<file path="src/rgic_pkg.sv">
// constants and types shared by the regulator serial control port
package rgic_pkg;

  // ==========================================================================
  // register map
  localparam int RGIC_REG_DEPTH = 32;
  localparam int RGIC_IDX_W = 5;
  localparam logic [7:0] RGIC_VSET_ADDR = 8'h11;
  localparam logic [7:0] RGIC_CONVERTER_CONFIG_ADDR = 8'h12;

  // ==========================================================================
  // converter_config field layout and reset values
  localparam int RGIC_EN_AND_BIT = 7;
  localparam int RGIC_AUX_SWITCH_ENABLE_BIT = 5;
  localparam int RGIC_FORCED_MODE_SELECT_LSB = 0;
  localparam logic [7:0] RGIC_CONVERTER_CONFIG_RST = 8'h80;
  localparam logic [7:0] RGIC_VSET_RST = 8'h48;
  localparam logic [7:0] RGIC_OTHER_RST = 8'h00;

  // ==========================================================================
  // forced_mode_select codes
  localparam logic [1:0] RGIC_FM_NORMAL = 2'h0;
  localparam logic [1:0] RGIC_FM_BYPASS = 2'h1;
  localparam logic [1:0] RGIC_FM_PWM = 2'h2;

  // ==========================================================================
  // serial framing
  localparam logic [3:0] RGIC_BITS_PER_BYTE = 4'h8;
  localparam logic [6:0] RGIC_TARGET_ADDR_DFLT = 7'h2a; // arbitrary value

  // ==========================================================================
  // port state machine
  typedef enum logic [9:0] {
    ST_IDLE = 10'h001,
    ST_ADDR = 10'h002,
    ST_ADDR_ACK = 10'h004,
    ST_REG = 10'h008,
    ST_REG_ACK = 10'h010,
    ST_WDATA = 10'h020,
    ST_WDATA_ACK = 10'h040,
    ST_RDATA = 10'h080,
    ST_RACK = 10'h100,
    ST_IGNORE = 10'h200
  } rgic_state_type;

endpackage

</file>
<file path="src/rgic_port.sv">
// regulator two-wire serial target port with mode control outputs
//
// Behaviour
// - Device is target only; master clocks everything.
// - Works up to 100 and 400 kbit/s.
// - Bytes shift most significant bit first.
// - Data edges with clock high are start/stop.
// - Data pin released after power-up until needed.
// - Start is falling data with clock high.
// - Start ignored while powering up or disabled.
// - Stop after valid write reconfigures the loop.
// - Transmitter releases after eight; receiver acks ninth.
// - Ack own address, register byte, each data.
// - Address followed by direction: 1 read, 0 write.
// - Own address is a trimmed constant.
// - Pointer advances after each acked data byte.
// - Stop mid-byte or before data discards write.
// - Read via repeated start; pointer advances per ack.
// - Forced mode field; normal is power-up default.
// - Bypass: high side on, other blocks off.
// - No overcurrent protection while in bypass.
// - Aux switch bit, forced open under lockout.
// - Mode code 0x2 forces pwm operation.
// - Enable bit anded with pin; resets to 1.
`timescale 1ns/1ps

module rgic_port
  import rgic_pkg::*;
#(
  parameter logic [6:0] TARGET_ADDR = RGIC_TARGET_ADDR_DFLT, // trim value
  parameter logic [7:0] VSET_DEFAULT = RGIC_VSET_RST
)
(
  // clock and reset
  input wire logic ref_clk,
  input wire logic resetn,
  // serial pins, open drain
  input wire logic scl_i,
  input wire logic sda_i,
  output logic sda_o,
  output logic sda_oe,
  // enable pin and power-up status
  input wire logic chip_enable,
  input wire logic power_up_busy,
  // analog status, synchronous to ref_clk
  input wire logic uvlo_active,
  input wire logic auto_bypass_req,
  // converter control
  output logic converter_on,
  output logic forced_pwm,
  output logic auto_pfm_pwm,
  output logic high_side_on,
  output logic blocks_powered,
  output logic ocp_enable,
  output logic aux_output_connect,
  output logic [7:0] vset,
  output logic loop_reconfig
);

  // ==========================================================================
  // pin synchronisers
  logic scl_m_r, scl_s_r, scl_d_r;
  logic sda_m_r, sda_s_r, sda_d_r;
  logic en_m_r, en_s_r;

  always_ff @(posedge ref_clk or negedge resetn)
  begin
    if (!resetn)
    begin
      scl_m_r <= 1'b1;
      scl_s_r <= 1'b1;
      scl_d_r <= 1'b1;
      sda_m_r <= 1'b1;
      sda_s_r <= 1'b1;
      sda_d_r <= 1'b1;
      en_m_r <= 1'b0;
      en_s_r <= 1'b0;
    end
    else
    begin
      scl_m_r <= scl_i;
      scl_s_r <= scl_m_r;
      scl_d_r <= scl_s_r;
      sda_m_r <= sda_i;
      sda_s_r <= sda_m_r;
      sda_d_r <= sda_s_r;
      en_m_r <= chip_enable;
      en_s_r <= en_m_r;
    end
  end

  // ==========================================================================
  // bus event decode
  rgic_state_type state_r;
  logic [3:0] bit_cnt_r;
  logic [7:0] shift_r;
  logic [7:0] tx_r;
  logic [7:0] ptr_r;
  logic rw_r;
  logic have_data_r;
  logic sda_oe_r;
  logic sda_o_r;
  logic loop_reconfig_r;
  logic [7:0] mem_rd [RGIC_REG_DEPTH];

  wire scl_rise = scl_s_r & ~scl_d_r;
  wire scl_fall = ~scl_s_r & scl_d_r;
  wire start_det = scl_s_r & scl_d_r & sda_d_r & ~sda_s_r;
  wire stop_det = scl_s_r & scl_d_r & ~sda_d_r & sda_s_r;
  wire port_live = en_s_r & ~power_up_busy;
  wire byte_done = scl_fall & (bit_cnt_r == RGIC_BITS_PER_BYTE);
  wire addr_hit = (shift_r[7:1] == TARGET_ADDR);
  wire [RGIC_IDX_W-1:0] ptr_idx = ptr_r[RGIC_IDX_W-1:0];
  wire [7:0] rd_byte = mem_rd[ptr_idx];
  wire rd_msb = rd_byte[7];
  wire bus_quiet = port_live & ~start_det & ~stop_det;
  wire stage_we = bus_quiet & (state_r == ST_WDATA_ACK) & scl_fall;
  // only a stop on a byte boundary after a full data byte and ack keeps the write;
  // the stop's own clock rise is shifted in as one bit, so a clean stop sees at most one
  wire commit_ok = port_live & stop_det & (state_r == ST_WDATA)
    & (bit_cnt_r <= 4'h1) & have_data_r;
  wire flush = ~port_live | start_det | stop_det;

  // ==========================================================================
  // target state machine
  always_ff @(posedge ref_clk or negedge resetn)
  begin
    if (!resetn)
    begin
      state_r <= ST_IDLE;
      bit_cnt_r <= 4'h0;
      shift_r <= 8'h00;
      tx_r <= 8'h00;
      ptr_r <= 8'h00;
      rw_r <= 1'b0;
      have_data_r <= 1'b0;
      sda_oe_r <= 1'b0;
    end
    else if (!port_live)
    begin
      state_r <= ST_IDLE;
      bit_cnt_r <= 4'h0;
      have_data_r <= 1'b0;
      sda_oe_r <= 1'b0;
    end
    else if (start_det)
    begin
      state_r <= ST_ADDR;
      bit_cnt_r <= 4'h0;
      have_data_r <= 1'b0;
      sda_oe_r <= 1'b0;
    end
    else if (stop_det)
    begin
      state_r <= ST_IDLE;
      bit_cnt_r <= 4'h0;
      have_data_r <= 1'b0;
      sda_oe_r <= 1'b0;
    end
    else
    begin
      case (state_r)
        ST_ADDR, ST_REG, ST_WDATA:
        begin
          if (scl_rise)
          begin
            shift_r <= {shift_r[6:0], sda_s_r};
            bit_cnt_r <= bit_cnt_r + 4'h1;
          end
          else if (byte_done)
          begin
            bit_cnt_r <= 4'h0;
            if (state_r == ST_ADDR && !addr_hit)
            begin
              state_r <= ST_IGNORE;
            end
            else
            begin
              sda_oe_r <= 1'b1;
              if (state_r == ST_ADDR)
              begin
                rw_r <= shift_r[0];
                state_r <= ST_ADDR_ACK;
              end
              else if (state_r == ST_REG)
              begin
                state_r <= ST_REG_ACK;
              end
              else
              begin
                state_r <= ST_WDATA_ACK;
              end
            end
          end
        end
        ST_ADDR_ACK:
        begin
          if (scl_fall)
          begin
            if (rw_r)
            begin
              tx_r <= rd_byte;
              sda_oe_r <= ~rd_msb;
              state_r <= ST_RDATA;
            end
            else
            begin
              sda_oe_r <= 1'b0;
              state_r <= ST_REG;
            end
          end
        end
        ST_REG_ACK:
        begin
          if (scl_fall)
          begin
            sda_oe_r <= 1'b0;
            ptr_r <= shift_r;
            state_r <= ST_WDATA;
          end
        end
        ST_WDATA_ACK:
        begin
          if (scl_fall)
          begin
            sda_oe_r <= 1'b0;
            ptr_r <= ptr_r + 8'h01;
            have_data_r <= 1'b1;
            state_r <= ST_WDATA;
          end
        end
        ST_RDATA:
        begin
          if (scl_rise)
          begin
            bit_cnt_r <= bit_cnt_r + 4'h1;
          end
          else if (byte_done)
          begin
            sda_oe_r <= 1'b0;
            bit_cnt_r <= 4'h0;
            state_r <= ST_RACK;
          end
          else if (scl_fall)
          begin
            tx_r <= {tx_r[6:0], 1'b0};
            sda_oe_r <= ~tx_r[6];
          end
        end
        ST_RACK:
        begin
          if (scl_rise)
          begin
            if (sda_s_r)
            begin
              state_r <= ST_IGNORE; // master ends the read
            end
            else
            begin
              ptr_r <= ptr_r + 8'h01;
            end
          end
          else if (scl_fall)
          begin
            tx_r <= rd_byte;
            sda_oe_r <= ~rd_msb;
            state_r <= ST_RDATA;
          end
        end
        ST_IDLE, ST_IGNORE:
        begin
          sda_oe_r <= 1'b0;
        end
        default:
        begin
          state_r <= ST_IDLE;
          sda_oe_r <= 1'b0;
        end
      endcase
    end
  end

  // ==========================================================================
  // register store with write staging
  // writes land in a staging copy and move to the live copy only on a clean stop
  genvar g;
  generate
    for (g = 0; g < RGIC_REG_DEPTH; g++)
    begin : gen_reg
      localparam logic [7:0] RST_VAL = (g == int'(RGIC_VSET_ADDR)) ? VSET_DEFAULT :
        (g == int'(RGIC_CONVERTER_CONFIG_ADDR)) ? RGIC_CONVERTER_CONFIG_RST : RGIC_OTHER_RST;
      logic [7:0] live_r;
      logic [7:0] stage_r;
      logic pend_r;
      wire hit = stage_we & (ptr_idx == RGIC_IDX_W'(g));

      always_ff @(posedge ref_clk or negedge resetn)
      begin
        if (!resetn)
        begin
          live_r <= RST_VAL;
          stage_r <= 8'h00;
          pend_r <= 1'b0;
        end
        else
        begin
          if (commit_ok && pend_r)
          begin
            live_r <= stage_r;
          end
          if (hit)
          begin
            stage_r <= shift_r;
            pend_r <= 1'b1;
          end
          else if (flush)
          begin
            pend_r <= 1'b0;
          end
        end
      end

      assign mem_rd[g] = live_r;
    end
  endgenerate

  // ==========================================================================
  // mode control
  wire [7:0] cfg = mem_rd[RGIC_CONVERTER_CONFIG_ADDR[RGIC_IDX_W-1:0]];
  wire [1:0] forced_mode_select = cfg[RGIC_FORCED_MODE_SELECT_LSB +: 2];
  wire conv_en = en_s_r & cfg[RGIC_EN_AND_BIT];
  wire fm_normal = (forced_mode_select == RGIC_FM_NORMAL);
  wire bypass_nxt = conv_en & ((forced_mode_select == RGIC_FM_BYPASS)
    | (fm_normal & auto_bypass_req));
  wire pwm_nxt = conv_en & (forced_mode_select == RGIC_FM_PWM);
  wire aux_nxt = cfg[RGIC_AUX_SWITCH_ENABLE_BIT] & ~uvlo_active;

  logic converter_on_r, forced_pwm_r, auto_pfm_pwm_r, high_side_on_r;
  logic blocks_powered_r, ocp_enable_r, aux_output_connect_r;
  logic [7:0] vset_r;

  always_ff @(posedge ref_clk or negedge resetn)
  begin
    if (!resetn)
    begin
      converter_on_r <= 1'b0;
      forced_pwm_r <= 1'b0;
      auto_pfm_pwm_r <= 1'b0;
      high_side_on_r <= 1'b0;
      blocks_powered_r <= 1'b0;
      ocp_enable_r <= 1'b0;
      aux_output_connect_r <= 1'b0;
      vset_r <= VSET_DEFAULT;
      loop_reconfig_r <= 1'b0;
      sda_o_r <= 1'b0;
    end
    else
    begin
      converter_on_r <= conv_en;
      forced_pwm_r <= pwm_nxt;
      auto_pfm_pwm_r <= conv_en & fm_normal;
      high_side_on_r <= bypass_nxt;
      blocks_powered_r <= conv_en & ~bypass_nxt;
      ocp_enable_r <= conv_en & ~bypass_nxt;
      aux_output_connect_r <= aux_nxt;
      vset_r <= mem_rd[RGIC_VSET_ADDR[RGIC_IDX_W-1:0]];
      loop_reconfig_r <= commit_ok;
      sda_o_r <= 1'b0;
    end
  end

  assign sda_o = sda_o_r;
  assign sda_oe = sda_oe_r;
  assign converter_on = converter_on_r;
  assign forced_pwm = forced_pwm_r;
  assign auto_pfm_pwm = auto_pfm_pwm_r;
  assign high_side_on = high_side_on_r;
  assign blocks_powered = blocks_powered_r;
  assign ocp_enable = ocp_enable_r;
  assign aux_output_connect = aux_output_connect_r;
  assign vset = vset_r;
  assign loop_reconfig = loop_reconfig_r;
endmodule

</file>
<file path="config.mk">
export PLATFORM = sky130hd
export DESIGN_NAME = rgic_port
export DESIGN_NICKNAME = d
export VERILOG_FILES = /design/src/rgic_pkg.sv /design/src/rgic_port.sv
export SDC_FILE = /design/constraint.sdc
export NUM_CORES = 1
export LEC_CHECK = 0
export ABC_AREA = 1
export BUFFER_PORTS_ARGS = -buffer_cell sky130_fd_sc_hd__buf_4
export CAP_MARGIN = 0
export CORE_MARGIN = 2
export CORE_UTILIZATION = 35
export CTS_CLUSTER_SIZE = 16
export DETAILED_ROUTE_END_ITERATION = 10
export RECOVER_POWER = 100
export SLEW_MARGIN = 40
export SYNTH_ARGS = -nofsm -noshare
export SYNTH_HDL_FRONTEND = slang
export SYNTH_SLANG_ARGS = --single-unit
export TNS_END_PERCENT = 30
</file>
<file path="constraint.sdc">
create_clock -name ref_clk -period 2.55 [get_ports ref_clk]
set_input_delay 0.1275 -clock ref_clk [delete_from_list [all_inputs] [get_ports ref_clk]]
set_output_delay 0.1275 -clock ref_clk [all_outputs]
set_load 0.01 [all_outputs]
</file>
==> run summary, run 1 <==
MIN PATH
----------------------------------------------------------------------------------------
Type of the tightest min-delay check                                        input port to flip-flop
Min-delay src                                                                chip_enable
End of the worst hold path                                                        en_m_r
Hold Path Depth                                                                        2

PWR
----------------------------------------------------------------------------------------
Clock power frac                                                                   47.5%
Share of power burned in registers                                                 50.7%
Combinational Power Share                                                           1.7%
Total net switching power                                                        4070 µW
Leakage power figure                                                           0.0142 µW
Internal power contribution                                                     14900 µW
Highest ir drop seen on vdd                                                       534 µV
P per Cell Area                                                               640 nW/µm²
Switching Fraction                                                                 21.5%

WORST SETUP PATH
----------------------------------------------------------------------------------------
Kind of capture point of the worst setup path                                  flip-flop
Reg2reg end                                                                 gen_reg[17].stage_r[6]
CP Data Arrival Time                                                             2.83 ns
Critical Path Start Type                                                       flip-flop
R2r setup slk                                                                    0.19 ns
Data required time at the worst endpoint                                         3.02 ns
Origin of the critical flop-to-flop path                                      state_r[1]
Crit path kind                                                              flip-flop to flip-flop
Depth of the worst register-to-register path                                          11
Largest fanout on the critical path                                                   17

CLOCK NETWORK
----------------------------------------------------------------------------------------
Clock tree from TritonCTS                                                            yes
Clock-pin slew on the worst setup and hold paths                                 0.06 ns
Num CTS Buffers                                                                       61
Number of clock sinks seen by CTS                                                    604
Count of H-tree levels built during CTS                                                2
Clk buf depth                                                                          3
Clock Latency Late Sink                                                          0.63 ns
Clock tree root driver cell                                                 sky130_fd_sc_hd__clkbuf_16

FLOORPLAN
----------------------------------------------------------------------------------------
Die X-Extent                                                                      276 µm
FP Rows                                                                               99
Die outline height                                                                276 µm
Total I/O pin count                                                                   26
Core region area                                                               73000 µm²
Area enclosed by the die boundary                                              76000 µm²
Starting Density                                                                   35.4%

LAYOUT
----------------------------------------------------------------------------------------
Most common library cell in the layout ignoring fill and taps               sky130_fd_sc_hd__dfrtp_1
Share of cells above drive strength 1                                              11.4%
Diodes inserted                                                                        0
Area added between synthesis and finish                                            14.6%
Fill cell total of the finished layout                                              6926
Commonest cells after routing, fill and taps aside                          sky130_fd_sc_hd__dfrtp_1 (590), sky130_fd_sc_hd__nand2_1 (515), sky130_fd_sc_hd__o21ai_0 (381)
Area of all placed cells without fillers                                       29600 µm²
Count of nets after finishing                                                       2569

ROUTING
----------------------------------------------------------------------------------------
Number of search-and-repair iterations in the first detailed-routing pass              6
Detail-routed via count per cell                                                    5.18
Antenna viol nets, final                                                               0
First-iteration detailed-routing DRC count                                          1484
Routed length per instance                                                       19.5 µm
Total number of vias                                                               18400
Post-route DRC violation count                                                         0
Final WL                                                                        69200 µm

SYNTHESIS
----------------------------------------------------------------------------------------
Post-synthesis average cell area                                                10.4 µm²
Number of flops mapped to enable cells by yosys                                        0
Number of different library cells in the post-synthesis netlist                       38
Register area share after synthesis                                                58.6%
Area of the mapped netlist                                                     25800 µm²
Synth Register Bits                                                                  604
Synthesized net count                                                               2515
Number of cells produced by synthesis                                               2494
Post-synth ARST share                                                               100%
Number of warnings issued by yosys                                                     0
Most used flip-flop cell after synthesis                                    sky130_fd_sc_hd__dfrtp_1

GLOBAL ROUTING
----------------------------------------------------------------------------------------
Routing usage on met1                                                              25.2%
Overall routing resource usage                                                     18.1%
GR Layer Usage met2                                                                29.1%
Grt total ovfl                                                                         0
Layer with the highest usage after global routing                                   met2
Maximum number of pins on one net before global-route repair                          77
Antenna violations before repair                                                       0
Vias in the first global route                                                     18100
Met3 global-route usage                                                            2.78%
First-pass GRT wire length                                                     107000 µm

TIMING
----------------------------------------------------------------------------------------
Final clock period utilization by the worst path                                   92.6%
Slew Limit Fails                                                                      67
Skew final                                                                     0.0294 ns
Highest clock rate                                                               423 MHz
Tightest slew margin relative to the limit                                        -37.0%
Final Hold Fails                                                                       0
Time the worst path needs with I/O delays and setup                              2.36 ns
Worst Tran Pin Value                                                             2.05 ns
Number of setup violations in the final report                                         0
RSZ-0062 raised after global routing                                               false
Fin Setup TNS                                                                       0 ns

STATUS
----------------------------------------------------------------------------------------
Violated checks                                                             max-capacitance violations, max-slew violations
Run status                                                                  finished, violations left

PLACEMENT
----------------------------------------------------------------------------------------
Instance area after placement                                                  27500 µm²
Port Buf Inserts                                                                      24
Placer congestion estimate                                                         0.850
DPL Wire Length                                                                 43000 µm

RUN
----------------------------------------------------------------------------------------
Number of max-capacitance violations reported                                          1

==> metal layers <==
metal | vias up | wire (µm)
met2 | 531 | 32000
met4 | 0 | 1930
li1 | 8472 | -
met1 | 9280 | 31300
met3 | 126 | 3890
met5 | - | 0
==> kinds of logic after synthesis <==
family,after synthesis,share of synthesized area [%]
AO/OA/AOI/OAI,486,9.58
XOR/XNOR,4,0.136
adder cells (fa/ha/maj),13,0.630
buffers and inverters,254,4.10
flip-flops,604,58.6
multiplexers,256,11.2
other,1,0.0145
AND/OR/NAND/NOR,876,15.8
==> synth_stat cells, drive strengths merged, types with 3 or more instances <==
cell    number  area [µm²]
dfstp       12         315
o21ai      426        2130
dfrtp      592       14800
nor2       216         831
clkbuf      81         304
nand3b       3        22.5
nand4       39         656
buf         50         293
inv        122         458
a21oi       30         150
ha          13         163
nand2      540        2150
nand3       68         340
nor3         9        67.6
mux2       256        2880
o22ai       27         169
xor2         3        26.3
==> through the flow <==
step	hold slack [ns]	worst slack, ns	std cells	total power, µW	utilization [%]
6_report	0.167	0.188	3556	18900	40.5
3_5_place_dp	0.178	0.101	3423	10100	37.7
3_3_place_gp	0.172	0.112	3423	10100	37.7
4_1_cts	0.118	0.0771	3542	19100	40.5
5_1_grt	0.164	0.00500	3556	19500	40.5
2_1_floorplan	-0.168	0.0748	2494	9830	-
==> worst max path at each step <==
stage               start                     end  slack (ns)  cells past startpoint
3_3_place_gp   state_r[1]    gen_reg[0].live_r[3]        0.11                      9
4_1_cts        state_r[1]    gen_reg[0].live_r[6]        0.08                      9
5_1_grt        state_r[1]  gen_reg[20].stage_r[3]       0.005                     10
6_report       state_r[1]  gen_reg[17].stage_r[6]        0.19                     11
3_5_place_dp   state_r[1]    gen_reg[0].live_r[6]        0.10                      9
2_1_floorplan    ptr_r[0]  gen_reg[16].stage_r[7]        0.07                     11
==> power groups by stage <==
stage                     Combinational [µW]  Sequential [µW]  Clock [µW]
after global placement                   332             9780           0
final                                    331             9600        8990
after floorplan                         52.9             9780           0
after detailed placement                 341             9780           0
after global routing                     382             9600        9560
after CTS                                351             9600        9160
==> area by class of cell <==
| cell class | instances | area (µm²) | area share (%) |
|---|---|---|---|
| Clock inverter | 23 | 215 | 0.727 |
| Clock buffer | 89 | 1800 | 6.09 |
| Inverter | 123 | 463 | 1.56 |
| Multi-Input combinational cell | 1647 | 9710 | 32.8 |
| Sequential cell | 604 | 15100 | 51.2 |
| Timing Repair Buffer | 111 | 1060 | 3.57 |
| Tap cell | 959 | 1200 | 4.06 |
==> registers in the layout (all words and copies together), names as in the netlist, 4 cells and up <==
| register | flops |
|---|---|
| gen.live_r | 248 |
| cfg | 8 |
| vset | 8 |
| gen.pend_r | 32 |
| gen.stage_r | 256 |
| tx_r | 7 |
| state_r | 10 |
| ptr_r | 5 |
| bit_cnt_r | 4 |
| shift_r | 8 |
==> worst max-delay path: stages, from the launching register on <==
cell	delay, ns
sky130_fd_sc_hd__dfrtp_1	0.42
sky130_fd_sc_hd__nor2_2	0.22
sky130_fd_sc_hd__nand2_2	0.12
sky130_fd_sc_hd__inv_2	0.12
sky130_fd_sc_hd__nand3_1	0.19
sky130_fd_sc_hd__nor3_4	0.25
sky130_fd_sc_hd__buf_12	0.19
sky130_fd_sc_hd__buf_16	0.22
sky130_fd_sc_hd__nand4_2	0.10
sky130_fd_sc_hd__buf_4	0.24
sky130_fd_sc_hd__nand2_1	0.06
sky130_fd_sc_hd__o21ai_0	0.07
==> timing repair <==
| action | CTS | global route |
|---|---|---|
| hold buffers | 7 | 0 |
| hold endpoints to repair | 69 | 0 |
| endpoints found under the setup margin | 0 | 149 |
| gates resized for setup | 0 | 4 |
| setup buffers | 0 | 1 |
(Power assumes the default switching activity.)
==> run 2: changes to the inputs <==
--- a/config.mk
+++ b/config.mk
@@ -5,13 +5,13 @@
 export SDC_FILE = /design/constraint.sdc
 export NUM_CORES = 1
 export LEC_CHECK = 0
-export ABC_AREA = 1
 export BUFFER_PORTS_ARGS = -buffer_cell sky130_fd_sc_hd__buf_4
 export CAP_MARGIN = 0
 export CORE_MARGIN = 2
 export CORE_UTILIZATION = 35
 export CTS_CLUSTER_SIZE = 16
 export DETAILED_ROUTE_END_ITERATION = 10
+export GPL_TIMING_DRIVEN = 0
 export RECOVER_POWER = 100
 export SLEW_MARGIN = 40
 export SYNTH_ARGS = -nofsm -noshare
==> run summary, run 2 <==
STATUS
----------------------------------------------------------------------------------------
Run status                                                                  finished, violations left
Violated checks                                                             max-capacitance violations, max-slew violations, negative setup slack

TIMING
----------------------------------------------------------------------------------------
Final clock period utilization by the worst path                                    103%
Tightest slew margin relative to the limit                                        -18.5%
Final Hold Fails                                                                       0
Skew final                                                                     0.0287 ns
Worst Tran Pin Value                                                             1.78 ns
Slew Limit Fails                                                                      71
Number of setup violations in the final report                                         1
Time the worst path needs with I/O delays and setup                              2.63 ns
RSZ-0062 raised after global routing                                                true
Highest clock rate                                                               381 MHz
Setup slack after layout                                                      -0.0770 ns

PLACEMENT
----------------------------------------------------------------------------------------
Placer congestion estimate                                                         0.914
Instance area after placement                                                  27000 µm²
Port Buf Inserts                                                                      24
Worst slack after detailed placement                                            -1.41 ns
DPL Wire Length                                                                 46400 µm

GLOBAL ROUTING
----------------------------------------------------------------------------------------
First-pass GRT wire length                                                     109000 µm
Vias in the first global route                                                     16300
Grt total ovfl                                                                         0
Maximum number of pins on one net before global-route repair                          72
Overall routing resource usage                                                     19.6%
Antenna violations before repair                                                       3

LAYOUT
----------------------------------------------------------------------------------------
Count of nets after finishing                                                       1886
Share of cells above drive strength 1                                              49.9%
Diodes inserted                                                                        0
Largest registers                                                           gen.stage_r (256), gen.live_r (248), gen.pend_r (32)
Area added between synthesis and finish                                            24.8%
Area of all placed cells without fillers                                       31500 µm²
Commonest cells after routing, fill and taps aside                          sky130_fd_sc_hd__dfrtp_1 (583), sky130_fd_sc_hd__mux2_2 (364), sky130_fd_sc_hd__mux2_4 (167)
Fill cell total of the finished layout                                              6259
Largest Register                                                             gen.stage_r
Max reg flops                                                                        256
Most common library cell in the layout ignoring fill and taps               sky130_fd_sc_hd__dfrtp_1

FLOORPLAN
----------------------------------------------------------------------------------------
FP Rows                                                                               98
Starting Density                                                                   35.3%
Die outline height                                                                273 µm
Area enclosed by the die boundary                                              74300 µm²
Total I/O pin count                                                                   26
Core region area                                                               71500 µm²
Die X-Extent                                                                      273 µm

ROUTING
----------------------------------------------------------------------------------------
Detail-routed via count per cell                                                    5.44
Number of search-and-repair iterations in the first detailed-routing pass              5
Antenna viol nets, final                                                               0
Final WL                                                                        72600 µm
Post-route DRC violation count                                                         0
Total number of vias                                                               15600
Routed length per instance                                                       25.3 µm
First-iteration detailed-routing DRC count                                          1286

WORST SETUP PATH
----------------------------------------------------------------------------------------
Data required time at the worst endpoint                                         3.06 ns
Crit path kind                                                              flip-flop to flip-flop
Delay contributed by the slowest stage of the critical path                      0.57 ns
Buf+Inv Stages, Crit Path                                                              4
Largest fanout on the critical path                                                   10
Kind of capture point of the worst setup path                                  flip-flop
Crit path max-delay family                                                  buffers and inverters
Critical path, cell by cell                                                 buf_12 > buf_12 > buf_16 > buf_16 > mux4_2 > a22oi_1 > nand4_1 > o21ai_0 > o22ai_1
CP Data Arrival Time                                                             3.14 ns
Max stage delay cell, worst path                                            sky130_fd_sc_hd__mux4_2
Critical Path Start Type                                                       flip-flop

SYNTHESIS
----------------------------------------------------------------------------------------
Number of different library cells in the post-synthesis netlist                       62
Post-synth top area cell                                                    sky130_fd_sc_hd__dfrtp_1
Top-count cell post-synth                                                   sky130_fd_sc_hd__dfrtp_1
Portion of synthesized cell area occupied by the leading cell type                 58.7%
Area of the mapped netlist                                                     25200 µm²
Post-synth ARST share                                                               100%
Most used flip-flop cell after synthesis                                    sky130_fd_sc_hd__dfrtp_1
Synth Register Bits                                                                  604
Number of flops mapped to enable cells by yosys                                        0
Synth cell count leaders                                                    sky130_fd_sc_hd__dfrtp_1 (592), sky130_fd_sc_hd__mux2_2 (531), sky130_fd_sc_hd__nand2_1 (85)
Number of cells produced by synthesis                                               1679
Area contributors post-synth                                                sky130_fd_sc_hd__dfrtp_1 (59%), sky130_fd_sc_hd__mux2_2 (24%), sky130_fd_sc_hd__mux4_2 (5.1%)
Register area share after synthesis                                                59.9%
Post-synthesis average cell area                                                15.0 µm²
Number of warnings issued by yosys                                                     0
Synthesized net count                                                               1700

CLOCK NETWORK
----------------------------------------------------------------------------------------
Clock-pin slew on the worst setup and hold paths                                 0.07 ns
Clock tree root driver cell                                                 sky130_fd_sc_hd__clkbuf_16
Num CTS Buffers                                                                       60
Clock Latency Late Sink                                                          0.64 ns
Clk buf depth                                                                          3
Clock tree from TritonCTS                                                            yes
Number of clock sinks seen by CTS                                                    604
Count of H-tree levels built during CTS                                                2

PWR
----------------------------------------------------------------------------------------
Leakage power figure                                                           0.0152 µW
Highest ir drop seen on vdd                                                       431 µV
P per Cell Area                                                               600 nW/µm²
Total power draw                                                                18900 µW

MIN PATH
----------------------------------------------------------------------------------------
Type of the tightest min-delay check                                        input port to async pin

RUN
----------------------------------------------------------------------------------------
Number of max-capacitance violations reported                                          1

[run 2: cell types whose count changed in the layout (fill, tap and decap cells not counted), moves of 27 or more]
| cell | delta |
|---|---|
| sky130_fd_sc_hd__o21ai_1 | -45 |
| sky130_fd_sc_hd__mux2_1 | -232 |
| sky130_fd_sc_hd__mux4_2 | +57 |
| sky130_fd_sc_hd__nor2_1 | -186 |
| sky130_fd_sc_hd__nor2_4 | +43 |
| sky130_fd_sc_hd__clkbuf_1 | +30 |
| sky130_fd_sc_hd__mux2_4 | +167 |
| sky130_fd_sc_hd__nand4_4 | -27 |
| sky130_fd_sc_hd__nand3_1 | -46 |
| sky130_fd_sc_hd__mux2_2 | +340 |
| sky130_fd_sc_hd__a21o_1 | +32 |
| sky130_fd_sc_hd__nand2_1 | -469 |
| sky130_fd_sc_hd__o21ai_0 | -362 |
| sky130_fd_sc_hd__inv_1 | -94 |
[run 2: metrics by stage]
stage	setup TNS, ns	utilization (%)	hold WS, ns	instances
after global routing	-8.50	44.1	0.0303	2865
after global placement	-3701.46	37.2	0.240	2653
after CTS	-14.34	43.5	0.00804	2843
final	-0.0770	44.1	0.0122	2865
after floorplan	-1.67	-	-0.168	1679
after detailed placement	-599.74	37.7	0.0536	2664
[run 2: cells by family (layout without fill, tap and decap cells)]
| kind of cell | count (synthesis) | after routing | share of synthesized area [%] |
|---|---|---|---|
| AOI/OAI and AO/OA | 111 | 112 | 3.11 |
| xor gates and xnor gates | 6 | 6 | 0.208 |
| adders and majority gates | 13 | 13 | 0.644 |
| buffers and inverters | 90 | 310 | 1.44 |
| DFF | 604 | 604 | 59.9 |
| muxes | 611 | 611 | 29.7 |
| other | 1 | 1 | 0.0149 |
| and+or+nand+nor | 243 | 258 | 4.95 |
[run 2: cell type report]
type	count	area (µm²)	area share (%)
well taps	950	1190	3.77
plain buffers	67	493	1.57
clock inverters	17	203	0.644
flip-flops and latches	604	15100	48.1
inverters	17	76.3	0.242
clock buffers	95	1780	5.66
repair buffers	114	1370	4.34
multi-input cells	1001	11200	35.7
[run 2: what timing repair did]
| item | 4_1_cts | 5_1_grt |
|---|---|---|
| pin swaps | 45 | 18 |
| endpoints found under the hold margin | 171 | 0 |
| hold buffers | 7 | 0 |
| gates resized for setup | 319 | 89 |
| setup endpoints to repair | 581 | 528 |
| setup buffers | 51 | 21 |
| gates cloned | 14 | 2 |
[run 2: path summary, 6_finish.rpt]
path | cells past startpoint | startpoint | to | slack (ns)
worst max-delay path | 9 | ptr_r[0] | tx_r[4] | -0.08
worst min-delay path | 2 | resetn | gen_reg[4].live_r[6] | 0.01
worst max register to register | 9 | ptr_r[0] | tx_r[4] | -0.08
worst min register to register | 0 | scl_m_r | scl_s_r | 0.36
max in group asynchronous | 4 | resetn | gen_reg[28].stage_r[3] | 0.45
min in group ref_clk | 2 | chip_enable | en_m_r | 0.17
[run 2: power breakdown]
group	internal [µW]	total (µW)	switching (µW)
registers	9590	9600	8.48
logic	71.7	325	253
clock network	5190	8960	3780
[run 2: per-layer routing]
| layer | GRT usage [%] | up-vias | share of wire [%] |
|---|---|---|---|
| met5 | 0 | - | 0 |
| met4 | 6.13 | 0 | 3.5 |
| met3 | 2.50 | 135 | 4.5 |
| met2 | 31.3 | 437 | 47 |
| met1 | 27.8 | 8489 | 45 |
| li1 | - | 6524 | - |
